[src/verilog/asrc_cfg.svh]
// timing and geometry constants for the static memory port controller
`ifndef ASRC_CFG_SVH
`define ASRC_CFG_SVH

`define ASRC_CLK_NS 20
`define ASRC_ADDR_W 15
`define ASRC_DATA_W 8
// fast grade figures in ns
`define ASRC_READ_CYCLE_MIN_NS 55
`define ASRC_ADDRESS_ACCESS_MAX_NS 55
`define ASRC_SELECT_ACCESS_MAX_NS 55
`define ASRC_OUTPUT_DRIVE_ACCESS_MAX_NS 25
`define ASRC_DRIVE_OFF_AFTER_OUTPUT_HIGH_NS 20
`define ASRC_DRIVE_OFF_AFTER_STROBE_LOW_NS 20
`define ASRC_WRITE_CYCLE_MIN_NS 55
`define ASRC_ADDRESS_SETUP_TO_END_NS 45
`define ASRC_WRITE_PULSE_WIDTH_MIN_NS 40
`define ASRC_DATA_SETUP_TO_END_NS 30
`define ASRC_POWER_DOWN_DELAY_NS 55
// least times round up to whole cycles
`define ASRC_CYC(ns) (((ns) + `ASRC_CLK_NS - 1) / `ASRC_CLK_NS)
`define ASRC_READ_CYC `ASRC_CYC(`ASRC_READ_CYCLE_MIN_NS + `ASRC_CLK_NS)
`define ASRC_TURN_CYC `ASRC_CYC(`ASRC_DRIVE_OFF_AFTER_OUTPUT_HIGH_NS)
`define ASRC_PULSE_CYC `ASRC_CYC(`ASRC_WRITE_PULSE_WIDTH_MIN_NS)
`define ASRC_DSETUP_CYC `ASRC_CYC(`ASRC_DATA_SETUP_TO_END_NS)
`define ASRC_WCYC_CYC `ASRC_CYC(`ASRC_WRITE_CYCLE_MIN_NS)
`define ASRC_CNT_W 4

`endif

[src/verilog/asrc_pkg.sv]
// types for the static memory port controller
package asrc_pkg;
	typedef enum logic [2:0] {
		ASRC_IDLE,
		ASRC_RD_WAIT,
		ASRC_WR_TURN,
		ASRC_WR_PULSE,
		ASRC_WR_END,
		ASRC_GAP
	} asrc_state_t;
endpackage : asrc_pkg

[src/verilog/asrc_cnt.sv]
// down counter that tells when a programmed number of cycles has passed
`timescale 1ns/1ns
module asrc_cnt
	import asrc_pkg::*;
#(
	parameter int W = 4
) (
	// clock and reset
	input wire logic clk_sys_i,
	input wire logic rstn_i,
	// control
	input wire logic load_i,
	input wire logic [W-1:0] value_i,
	// status
	output logic done_o
);
	typedef struct packed {
		logic [W-1:0] count;
	} asrc_cnt_t;

	asrc_cnt_t st;
	asrc_cnt_t next_st;

	always_comb
	begin
		next_st = st;
		if (load_i)
			next_st.count = value_i;
		else if (st.count != '0)
			next_st.count = st.count - 1'b1;
	end

	always_ff @(posedge clk_sys_i)
	begin
		if (!rstn_i)
			st <= '0;
		else
			st <= next_st;
	end

	// done must not look at load: the caller reloads on done, and that would close a combinational loop
	assign done_o = (st.count == '0);
endmodule : asrc_cnt

[src/verilog/asrc_ctrl.sv]
// host controller that runs read and write cycles on an asynchronous 32k x 8 static memory
`timescale 1ns/1ns
`include "asrc_cfg.svh"

// What this block does
// - read data sampled only after read cycle time; next read waits that long
// - address stays stable from write start to end, above setup-to-end time
// - address is driven before or with the start of the write
// - address stays unchanged until the write-ending edge
// - write data driven at least the setup time before strobe rises
// - write data held through the ending edge and one cycle after
// - write ended by strobe rising, select rising one cycle later
// - data setup and hold counted from the strobe rising edge
// - write cycle covers turn-off time after strobe falls plus data setup
// - bus not driven until memory output turn-off time has passed
// - address valid at or before select falls on reads
module asrc_ctrl
	import asrc_pkg::*;
#(
	parameter int ADDR_W = `ASRC_ADDR_W,
	parameter int DATA_W = `ASRC_DATA_W
) (
	// clock and reset
	input wire logic clk_sys_i,
	input wire logic rstn_i,
	// user request
	input wire logic req_i,
	input wire logic req_write_i,
	input wire logic [ADDR_W-1:0] req_addr_i,
	input wire logic [DATA_W-1:0] req_wdata_i,
	output logic req_ready_o,
	output logic rsp_valid_o,
	output logic [DATA_W-1:0] rsp_rdata_o,
	// memory pins
	output logic [ADDR_W-1:0] word_address_o,
	output logic select_n_o,
	output logic write_strobe_n_o,
	output logic output_drive_n_o,
	input wire logic [DATA_W-1:0] data_bus_i,
	output logic [DATA_W-1:0] data_bus_o,
	output logic data_bus_oe_o
);
	typedef struct packed {
		asrc_state_t state;
		logic ready;
		logic rvalid;
		logic [DATA_W-1:0] rdata;
		logic [ADDR_W-1:0] addr;
		logic sel_n;
		logic we_n;
		logic oe_n;
		logic [DATA_W-1:0] dout;
		logic doe;
	} asrc_ctrl_t;

	asrc_ctrl_t st;
	asrc_ctrl_t next_st;
	logic cnt_load;
	logic [`ASRC_CNT_W-1:0] cnt_value;
	logic cnt_done;

	asrc_cnt #(
		.W(`ASRC_CNT_W)
	) u_cnt (
		.clk_sys_i(clk_sys_i),
		.rstn_i(rstn_i),
		.load_i(cnt_load),
		.value_i(cnt_value),
		.done_o(cnt_done)
	);

	always_comb
	begin
		next_st = st;
		next_st.rvalid = 1'b0;
		cnt_load = 1'b0;
		cnt_value = '0;
		case (st.state)
			ASRC_IDLE:
			begin
				if (req_i && st.ready)
				begin
					next_st.ready = 1'b0;
					next_st.addr = req_addr_i;
					next_st.sel_n = 1'b0;
					cnt_load = 1'b1;
					if (req_write_i)
					begin
						next_st.oe_n = 1'b1;
						next_st.we_n = 1'b0;
						next_st.dout = req_wdata_i;
						next_st.state = ASRC_WR_TURN;
						cnt_value = `ASRC_CNT_W'(`ASRC_TURN_CYC);
					end
					else
					begin
						next_st.oe_n = 1'b0;
						next_st.state = ASRC_RD_WAIT;
						cnt_value = `ASRC_CNT_W'(`ASRC_READ_CYC);
					end
				end
			end
			ASRC_RD_WAIT:
			begin
				if (cnt_done)
				begin
					// sampling a full cycle past access time leaves the 5 ns hold as margin
					next_st.rdata = data_bus_i;
					next_st.rvalid = 1'b1;
					next_st.sel_n = 1'b1;
					next_st.oe_n = 1'b1;
					next_st.state = ASRC_GAP;
				end
			end
			ASRC_WR_TURN:
			begin
				if (cnt_done)
				begin
					next_st.doe = 1'b1;
					cnt_load = 1'b1;
					cnt_value = `ASRC_CNT_W'(`ASRC_DSETUP_CYC);
					next_st.state = ASRC_WR_PULSE;
				end
			end
			ASRC_WR_PULSE:
			begin
				if (cnt_done)
				begin
					next_st.we_n = 1'b1;
					next_st.state = ASRC_WR_END;
				end
			end
			ASRC_WR_END:
			begin
				next_st.sel_n = 1'b1;
				next_st.doe = 1'b0;
				next_st.state = ASRC_GAP;
			end
			ASRC_GAP:
			begin
				next_st.ready = 1'b1;
				next_st.state = ASRC_IDLE;
			end
			default:
				next_st.state = ASRC_IDLE;
		endcase
	end

	always_ff @(posedge clk_sys_i)
	begin
		if (!rstn_i)
		begin
			st <= '0;
			st.state <= ASRC_IDLE;
			st.ready <= 1'b1;
			st.sel_n <= 1'b1;
			st.we_n <= 1'b1;
			st.oe_n <= 1'b1;
		end
		else
			st <= next_st;
	end

	assign req_ready_o = st.ready;
	assign rsp_valid_o = st.rvalid;
	assign rsp_rdata_o = st.rdata;
	assign word_address_o = st.addr;
	assign select_n_o = st.sel_n;
	assign write_strobe_n_o = st.we_n;
	assign output_drive_n_o = st.oe_n;
	assign data_bus_o = st.dout;
	assign data_bus_oe_o = st.doe;

	// strobe low at least the pulse width and data driven for the setup time
	int unsigned we_low_cnt;
	int unsigned d_cnt;
	always_ff @(posedge clk_sys_i)
	begin
		we_low_cnt <= (!rstn_i || st.we_n) ? 0 : we_low_cnt + 1;
		d_cnt <= (!rstn_i || !st.doe) ? 0 : d_cnt + 1;
	end

	pulse_width_a: assert property (@(posedge clk_sys_i) disable iff (!rstn_i)
		$rose(st.we_n) |-> $past(we_low_cnt) >= 3)
		else $error("write strobe pulse too short");
	data_setup_a: assert property (@(posedge clk_sys_i) disable iff (!rstn_i)
		$rose(st.we_n) |-> $past(d_cnt) >= 2 && st.doe)
		else $error("write data setup too short");
	addr_stable_a: assert property (@(posedge clk_sys_i) disable iff (!rstn_i)
		!st.we_n |=> $stable(st.addr))
		else $error("address moved during write");
	no_contention_a: assert property (@(posedge clk_sys_i) disable iff (!rstn_i)
		st.doe |-> st.oe_n && !st.sel_n)
		else $error("bus driven while memory may drive");
	no_joint_rise_a: assert property (@(posedge clk_sys_i) disable iff (!rstn_i)
		$rose(st.we_n) |-> !st.sel_n ##1 st.sel_n)
		else $error("select rose with strobe");
	data_hold_a: assert property (@(posedge clk_sys_i) disable iff (!rstn_i)
		$rose(st.we_n) |-> st.doe && $stable(st.dout))
		else $error("write data not held");
	read_time_a: assert property (@(posedge clk_sys_i) disable iff (!rstn_i)
		$fell(st.sel_n) && !st.oe_n |-> !rsp_valid_o [*4])
		else $error("read sampled too early");
	standby_a: assert property (@(posedge clk_sys_i) disable iff (!rstn_i)
		st.state == ASRC_GAP |-> st.sel_n && st.oe_n && st.we_n && !st.doe)
		else $error("memory not released between accesses");
	read_sample_a: assert property (@(posedge clk_sys_i) disable iff (!rstn_i)
		$fell(st.sel_n) && !st.oe_n |-> ##5 st.rvalid)
		else $error("read data not returned on time");
endmodule : asrc_ctrl

[config.mk]
export PLATFORM = sky130hd
export DESIGN_NAME = asrc_ctrl
export DESIGN_NICKNAME = d
export VERILOG_FILES = /design/src/verilog/asrc_pkg.sv /design/src/verilog/asrc_cnt.sv /design/src/verilog/asrc_ctrl.sv
export VERILOG_INCLUDE_DIRS = /design/src /design/src/verilog
export SDC_FILE = /design/constraint.sdc
export NUM_CORES = 1
export LEC_CHECK = 0
export ABC_AREA = 1
export CORE_MARGIN = 2
export CORE_UTILIZATION = 45
export CTS_BUF_LIST = sky130_fd_sc_hd__clkbuf_16
export DETAILED_ROUTE_END_ITERATION = 8
export DONT_BUFFER_PORTS = 1
export GPL_TIMING_DRIVEN = 0
export PLACE_DENSITY = 0.6
export SKIP_LAST_GASP = 1
export SYNTH_ARGS = -nofsm -noshare
export SYNTH_HDL_FRONTEND = slang
export SYNTH_HIERARCHICAL = 1
export SYNTH_SLANG_ARGS = --single-unit
[constraint.sdc]
create_clock -name clk_sys_i -period 1.7 [get_ports clk_sys_i]
set_clock_uncertainty 0.15 [all_clocks]
set_input_delay 0.085 -clock clk_sys_i [delete_from_list [all_inputs] [get_ports clk_sys_i]]
set_output_delay 0.085 -clock clk_sys_i [all_outputs]
set_load 0.05 [all_outputs]
### Word-level counts from Yosys, hierarchy flattened

Cells that the tools add are included.

* flip-flop bits (word level): 44
* bits of input ports: 35
* word-level logic and storage cells: 68

* muxes and demuxes: 26
* reduce and logical (&&, ||, !) cells: 20
* equality and inequality tests: 10
* add/subtract/negate cells: 1

Operator list (count)
* $mux 4: 4
* $pmux 3 s5: 1
* $mux 3: 4
* $mux 11: 1
* $ne 2x2->1 const B: 5
* $pmux 1 s2: 5
* $reduce_and 2->1: 5
* $reduce_bool 2->1: 5
* $mux 9: 1
* $reduce_and 3->1: 3
* $mux 8: 1
* $pmux 4 s2: 1
* $reduce_and 4->1: 2
* $eq 3x2->1 const B: 2
* $eq 3x3->1 const B: 2
* $mux 1: 5
* $logic_not 4->1: 1
* $mux 2: 2
* $reduce_bool 4->1: 1
* $sub 4x1->4 const B: 1
* $eq 3x1->1 const B: 1
* $logic_not 3->1: 1
* $pmux 1 s3: 1
* $reduce_bool 3->1: 1
* $logic_and 1x1->1: 1

### Depth between registers and ports, before layout

Gate-level depths: netlist of run 1.

* word-level depth: 4
* depth in mapped cells: 11
* gate-level depth less buffers: 11

### Hierarchy

The synthesis of run 1 kept the hierarchy.

Modules (own cells, without submodules)
* asrc_ctrl: cells an instance 231, area an instance 1756.7 sq um, sequential area each 800.8 sq um, instances 1
* asrc_cnt: cells an instance 40, area an instance 247.7 sq um, sequential area each 80.1 sq um, instances 1

### Worst setup path after synthesis of run 1

OpenSTA, ideal clock, no wires.

* kind: reg2reg
* start: register st (netlist bit req_ready_o)
* end: register u_cnt/st[3] (netlist name)
* required time: 1439 ps
* clock period less this slack: 1874 ps
* data arrival time: 1612 ps
* cell stages (with the launch flop): 8
* slack: -174 ps
* library setup time: 111 ps
* path through: dfxtp_1 > nand4_4 > buf_2 > nand2_1 > inv_2 > or2_0 > nand3_1 > nor2_1

* cells in the longest elaborated chain, start to end: 4
* elaborated cells between the ends (all ways): 5
* those cells by class: mux: 3; reduce/logical: 2

Ends and longest elaborated chain
* start, declared: RTL line asrc_ctrl.sv:56 `asrc_ctrl_t st;`
* start signal, assigned: RTL line asrc_ctrl.sv:161 `st <= next_st;`
* $logic_and 1x1->1 (*): RTL line asrc_ctrl.sv:81 `if (req_i && st.ready)`
* $mux 1 (*): RTL line asrc_ctrl.sv:81
* $pmux 1 s2 (*): RTL line asrc_ctrl.sv:78 `case (st.state)`
* named net cnt_load: RTL line asrc_ctrl.sv:58 `logic cnt_load;`
* $mux 4 or $reduce_bool 2->1 (tied branches)
* end signal, assigned: RTL line asrc_cnt.sv:38 `st <= next_st;`
* end, declared: RTL line asrc_cnt.sv:21 `asrc_cnt_t st;`

The timed path passes the listed nets; every way through them passes the cells marked *.
A chain may end at the register's enable or synchronous reset.

### Worst setup path in the final report of run 1

* start: register u_cnt/st[0] (netlist name)
* end: register u_cnt/st[3] (netlist name)

* cells in the longest elaborated chain, start to end: 4
* elaborated cells between the ends (all ways): 8
* those cells by class: add/sub: 1; mux: 4; reduce/logical: 3

Ends and longest elaborated chain
* $logic_not 4->1 (*): RTL line asrc_cnt.sv:42 `assign done_o = (st.count == '0);`
* named net cnt_done: RTL line asrc_ctrl.sv:60 `logic cnt_done;`
* $mux 1 (*): RTL line asrc_ctrl.sv:117 `if (cnt_done)`
* $pmux 1 s2 (*): RTL line asrc_ctrl.sv:78
* named net cnt_load: RTL line asrc_ctrl.sv:58
* $mux 4 or $reduce_bool 2->1 (tied branches)

The timed path passes the listed nets; every way through them passes the cells marked *. The select of a mux whose other input is x is not followed.

==> qor.yml, run 1 <==
flow_run:
  cap_violations: 0
cts:
  cts-root-buf: "clkbuf_16"
  cts_made_buffers: 5
  max-clock-path-buffers: 2
  cts_tree: "done"
  cts_sinks: 44
  htree_levels: 2
  clk_latency_ps: 280
  cts.clk_slew.worst_paths_ps: 60
timing:
  slew_violations: 0
  fin_crit_ps: 1610
  hold_violations: 0
  fin_tns_setup_ps: 0
  relSlewSlack_pct: 64.5
  timing.hold.ws_ps: 1.24
  worst_slew_pin_slew_ps: 532
  setup_viol: 0
  fmax_ghz: 0.623
  fin_crit_sh_pct: 94.4
power_and_ir_drop:
  swShare_pct: 45.3
  p_int_mw: 2.94
  comb_power_share_pct: 48.1
  power.density_nw_per_um2: 1990
  power_leakage_nw: 1.22
  peakVddDrop_v: 0.00113
  power.share.sequential_pct: 32.0
  p_clk_share_pct: 19.8
  switching_power_mw: 2.44
die:
  die_w_um: 70.7
  rows: 24
  coreArea_sq_um: 4320
  boundaryPins: 72
  die_area_sq_um: 5000
  initial_core_util_pct: 46.4
  fp.dieH_um: 70.7
final_layout:
  drive_gt1_share_pct: 23.8
  nNetsFinal: 358
  fin_util_pct: 62.6
  antennaDiodeCount: 0
  fin_cells: 375
  area_growth_syn_to_layout_pct: 35.0
route:
  ant_nets: 0
  wl_per_cell_um: 12.2
  firstDrtPassIters: 4
  via_count: 1812
  routed_wl_um: 4580
  drc_errors: 0
  drt_iter0_drc: 71
  routed_via_density: 4.83
place:
  dp_cells: 323
  io_buffers: 0
  gp_congestion: 0.879
  hpwl_um: 2870
setup_path:
  critPathLaunchType: "flop"
  cp_slowest_cell: "dfxtp_1"
  cp.arrival_ps: 1630
  crit_type: "reg -> reg"
  path_cells: "inv_2, ha_4, nand2_2, nor2_4, nand2_2, nand2_4, inv_2, or2_0, nand3_1, nor2_1"
  cp.required_ps: 1720
  crit_path_end_kind: "flop"
  r2r_slack_ps: 90
  path_max_fanout: 6
  cp_slowest_stage_delay_ps: 330
logic_synthesis:
  syn_nets: 307
  synth.distinct_cells: 24
  syn_area_sq_um: 2000
  syn_inst: 271
  seq_area_frac_synth_pct: 43.9
  ys_ff_latch: 44
  ys.warnings.count: 6
  avgSynthCellArea_sq_um: 7.40
global_route:
  grt_antenna_before_repair: 0
  grt_max_degree: 15
  grt_pass1_vias: 1694
  track_usage_pct: 18.6
  grt_first_pass_wirelength_um: 7580
  grt_overflow_total: 0
status:
  status: "complete, no violations"
hold_path:
  hp-class: "in -> reg"
## cells in the mapped netlist, drive strengths merged
cell type  instances  area (sq um)
ha                 1          12.5
or2                1          6.26
inv               18          67.6
conb               1          3.75
dfxtp             44           881
a32oi              1          8.76
nand2             58           220
clkbuf             3          11.3
buf               34           254
nor2              47           201
o21ai             24           120
nand4              3          33.8
nand3             12          65.1
a21oi             21           105
clkinv             1          3.75
nor3               2          10.0
## cells in the final DEF, fill, tap and decap left out
master	Yosys	final
nand2_1	57	54
nor2_1	43	41
buf_4	31	41
dfxtp_1	44	41
dlygate4sd3_1	0	34
o21ai_0	24	24
a21oi_1	21	21
nand3_1	11	11
inv_1	12	9
inv_2	6	9
clkbuf_16	0	5
nor2_4	3	4
nand2_2	1	3
clkbuf_1	3	3
nor3_1	2	2
nor2_2	1	2
dfxtp_4	0	2
nand4_1	2	2
nand4_4	1	1
buf_8	0	1
nand2_4	0	1
buf_6	1	1
clkinv_1	1	1
a32oi_1	1	1
buf_2	2	1
clkinv_2	0	1
clkinvlp_4	0	1
bufinv_16	0	1
dfxtp_2	0	1
nand3_2	1	1
or2_0	1	1
conb_1	1	1
ha_4	0	1
## cell families after synthesis
family / Yosys count / synth area share (%)
other: 1 / 0.187
adder cells (fa/ha/maj): 1 / 0.624
AO/OA/AOI/OAI: 46 / 11.7
buffers and inverters: 56 / 16.8
flip-flops: 44 / 43.9
AND/OR/NAND/NOR: 123 / 26.8
## power by group through the flow
stage          clock (mW)  combinational, mW  sequential (mW)
6_report             1.07               2.59             1.72
5_1_grt              1.16               2.83             1.77
4_1_cts              1.10               2.41             1.72
3_5_place_dp            0               2.21             1.73
3_3_place_gp            0               2.20             1.72
2_1_floorplan           0               1.96             1.68
## sequential cells by signal, indices dropped and copies added, names as in the netlist
register and cells:
write_strobe_n_o 1, rsp_rdata_o 8, select_n_o 1, rsp_valid_o 1
data_bus_oe_o 1, st 3, req_ready_o 1, output_drive_n_o 1
data_bus_o 8, u_cnt/st 4, word_address_o 15
## worst paths after layout
path | startpoint | to | cells past startpoint
worst min register to register | word_address_o[5] | word_address_o[5] | 2
worst min-delay path | req_i | word_address_o[2] | 4
worst max-delay path | u_cnt/st[0] | u_cnt/st[3] | 10
worst max register to register | u_cnt/st[0] | u_cnt/st[3] | 10
## metrics by stage
step,total power [mW],worst slack (ps),cell area (sq um)
final,5.38,94.4,2710
after global routing,5.75,-5.72,2710
after CTS,5.23,0.616,2640
after detailed placement,3.94,-233,2070
after global placement,3.92,-187,2070
after floorplan,3.63,21.1,2010
## cell type report
cell class              instances  area (sq um)
fillers                       401          1620
flip-flops and latches         44           890
multi-input cells             171           822
repair buffers                 44           415
plain buffers                  37           275
clock buffers                   5           125
inverters                      19          71.3
well taps                      52          65.1
clock inverters                 3          42.5
## worst max-delay path, delay by kind of cell (launching register included)
kind | cells | cell delay [ps]
and+or+nand+nor | 7 | 730
DFF | 1 | 330
buffers and inverters | 2 | 150
adders and majority gates | 1 | 140
## metal layers
layer	track usage, %	wire [um]	part of all wire (%)
met2	30.1	2160	47
met4	4.82	37	0.81
met3	5.70	285	6.2
met5	0	0	0
met1	24.2	2100	46
## repair_timing
| action | 4_1_cts | 5_1_grt |
|---|---|---|
| setup buffers | 3 | 7 |
| pin swaps | 4 | 4 |
| endpoints found under the setup margin | 17 | 15 |
| hold buffers | 34 | 0 |
| cloned | 0 | 0 |
| resized for setup | 10 | 8 |
| hold endpoints to repair | 41 | 0 |
(Power assumes the default switching activity.)
==> run 2: changes to the inputs <==
- HOLD_SLACK_MARGIN: default -> 0.03
==> run 2 against run 1 <==
Via count decreased by 0.83%. Sequential power about the same. Critical endpoint unchanged. Clock-buffer cell count unchanged.
==> qor.yml, run 2 (synthesized netlist as in run 1, its figures left out) <==
status:
  status: "complete, no violations"
final_layout:
  multi_input_area_sq_um: 822
  layout_common_cells: "nand2_1, nor2_1, dfxtp_1"
  n_fill_cell: 405
  seq_area_sq_um: 887
  fin_cells: 373
  largest_register_ff_count: 15
  nNetsFinal: 356
  drive_gt1_share_pct: 23.4
  antennaDiodeCount: 0
  area_growth_syn_to_layout_pct: 34.0
  final_common_cell: "nand2_1"
timing:
  hold_violations: 0
  relSlewSlack_pct: 64.5
  worst_slew_pin_slew_ps: 532
  fmax_ghz: 0.621
  timing.hold.ws_ps: 40.2
  setup_viol: 0
  fin_crit_ps: 1610
  slew_violations: 0
  fin_crit_sh_pct: 94.7
power_and_ir_drop:
  p_clk_share_pct: 20.0
  switching_power_mw: 2.43
  peakVddDrop_v: 0.00114
  power.density_nw_per_um2: 1990
  comb_power_share_pct: 47.6
  p_int_mw: 2.91
  swShare_pct: 45.5
  power.share.sequential_pct: 32.4
  power_leakage_nw: 1.21
global_route:
  grt_first_pass_wirelength_um: 7570
  grt_antenna_before_repair: 0
  grt_max_degree: 15
  grt_pass1_vias: 1693
  grt_overflow_total: 0
  track_usage_pct: 18.6
place:
  gp_congestion: 0.879
  hpwl_um: 2870
  dp_cells: 323
  io_buffers: 0
route:
  ant_nets: 0
  via_count: 1797
  routed_wl_um: 4540
  drt_iter0_drc: 78
  firstDrtPassIters: 4
  wl_per_cell_um: 12.2
  routed_via_density: 4.82
  drc_errors: 0
setup_path:
  cp_slowest_cell: "dfxtp_1"
  crit_path_end_kind: "flop"
  path_cells: "inv_2, ha_4, nand2_2, nor2_4, nand2_2, nand2_4, inv_2, or2_0, nand3_1, nor2_1"
  cp.arrival_ps: 1630
  path_max_fanout: 6
  crit_type: "reg -> reg"
  critPathLaunchType: "flop"
  cp_slowest_stage_delay_ps: 330
  cp.required_ps: 1720
cts:
  clk_latency_ps: 280
  cts-root-buf: "clkbuf_16"
  cts.clk_slew.worst_paths_ps: 60
  max-clock-path-buffers: 2
  cts_made_buffers: 5
  htree_levels: 2
  cts_tree: "done"
  cts_sinks: 44
flow_run:
  cap_violations: 0
die:
  die_area_sq_um: 5000
  initial_core_util_pct: 46.4
  coreArea_sq_um: 4320
  boundaryPins: 72
  die_w_um: 70.7
  fp.dieH_um: 70.7
  rows: 24
hold_path:
  hp-class: "in -> reg"
-- run 2: changes by cell type in the layout (fill, tap and decap cells not counted) --
| cell | previous run | this run |
|---|---|---|
| buf_8 | 1 | 0 |
| dfxtp_2 | 1 | 2 |
| buf_4 | 41 | 39 |
| buf_6 | 1 | 2 |
| dfxtp_4 | 2 | 1 |
-- run 2: area by class of cell --
cell class / count / share of cell area (%)
timing repair buffer: 42 / 14.9
tap: 52 / 2.42
clock buffer: 5 / 4.66
buffer: 37 / 10.1
inverter: 19 / 2.66
sequential: 44 / 33.0
clock inverter: 3 / 1.58
multi-input combinational: 171 / 30.6
-- run 2: power groups by stage --
stage               combinational [mW]  sequential (mW)  clock [mW]
global placement                  2.20             1.72           0
detailed placement                2.21             1.73           0
finish                            2.54             1.73        1.07
CTS                               2.42             1.72        1.10
global route                      2.78             1.77        1.16
floorplan                         1.96             1.68           0
-- run 2: what timing repair did --
item	CTS	global route
buffers inserted	3	5
resized for setup	10	6
pin swaps	4	3
endpoints found under the setup margin	17	15
gates cloned	0	0
hold endpoints to repair	41	0
hold buffers	34	0
-- run 2: metal layers --
layer / vias up / part of all wire (%) / global-route usage (%)
li1: 931 / - / -
met2: 43 / 48 / 30.1
met5: - / 0 / 0
met3: 5 / 5.4 / 5.70
met4: 0 / 0.81 / 4.82
met1: 818 / 46 / 24.2
-- run 2: final timing paths --
check                       to  slack [ps]  depth (start not counted)         startpoint
min reg2reg  word_address_o[5]         310                          2  word_address_o[5]
min              data_bus_o[1]          40                          3             rstn_i
max                u_cnt/st[3]          90                         10        u_cnt/st[0]
max reg2reg        u_cnt/st[3]          90                         10        u_cnt/st[0]
-- run 2: critical path: cells and delay by family (launching register included) --
kind | cells | cell delay (ps)
buf+inv | 2 | 150
flops | 1 | 330
simple gates | 7 | 730
fa+ha+maj | 1 | 140
-- run 2: per-stage QoR --
| stage | power, mW | worst slack, ps | utilization (%) | instance area [sq um] | setup TNS, ps |
|---|---|---|---|---|---|
| floorplan | 3.63 | 21.1 | - | 2010 | 0 |
| global placement | 3.92 | -187 | 47.9 | 2070 | -2010 |
| detailed placement | 3.94 | -233 | 47.9 | 2070 | -2730 |
| CTS | 5.23 | 0.616 | 61.0 | 2640 | 0 |
| global route | 5.71 | -8.21 | 62.1 | 2690 | -13.4 |
| finish | 5.33 | 89.8 | 62.1 | 2690 | 0 |
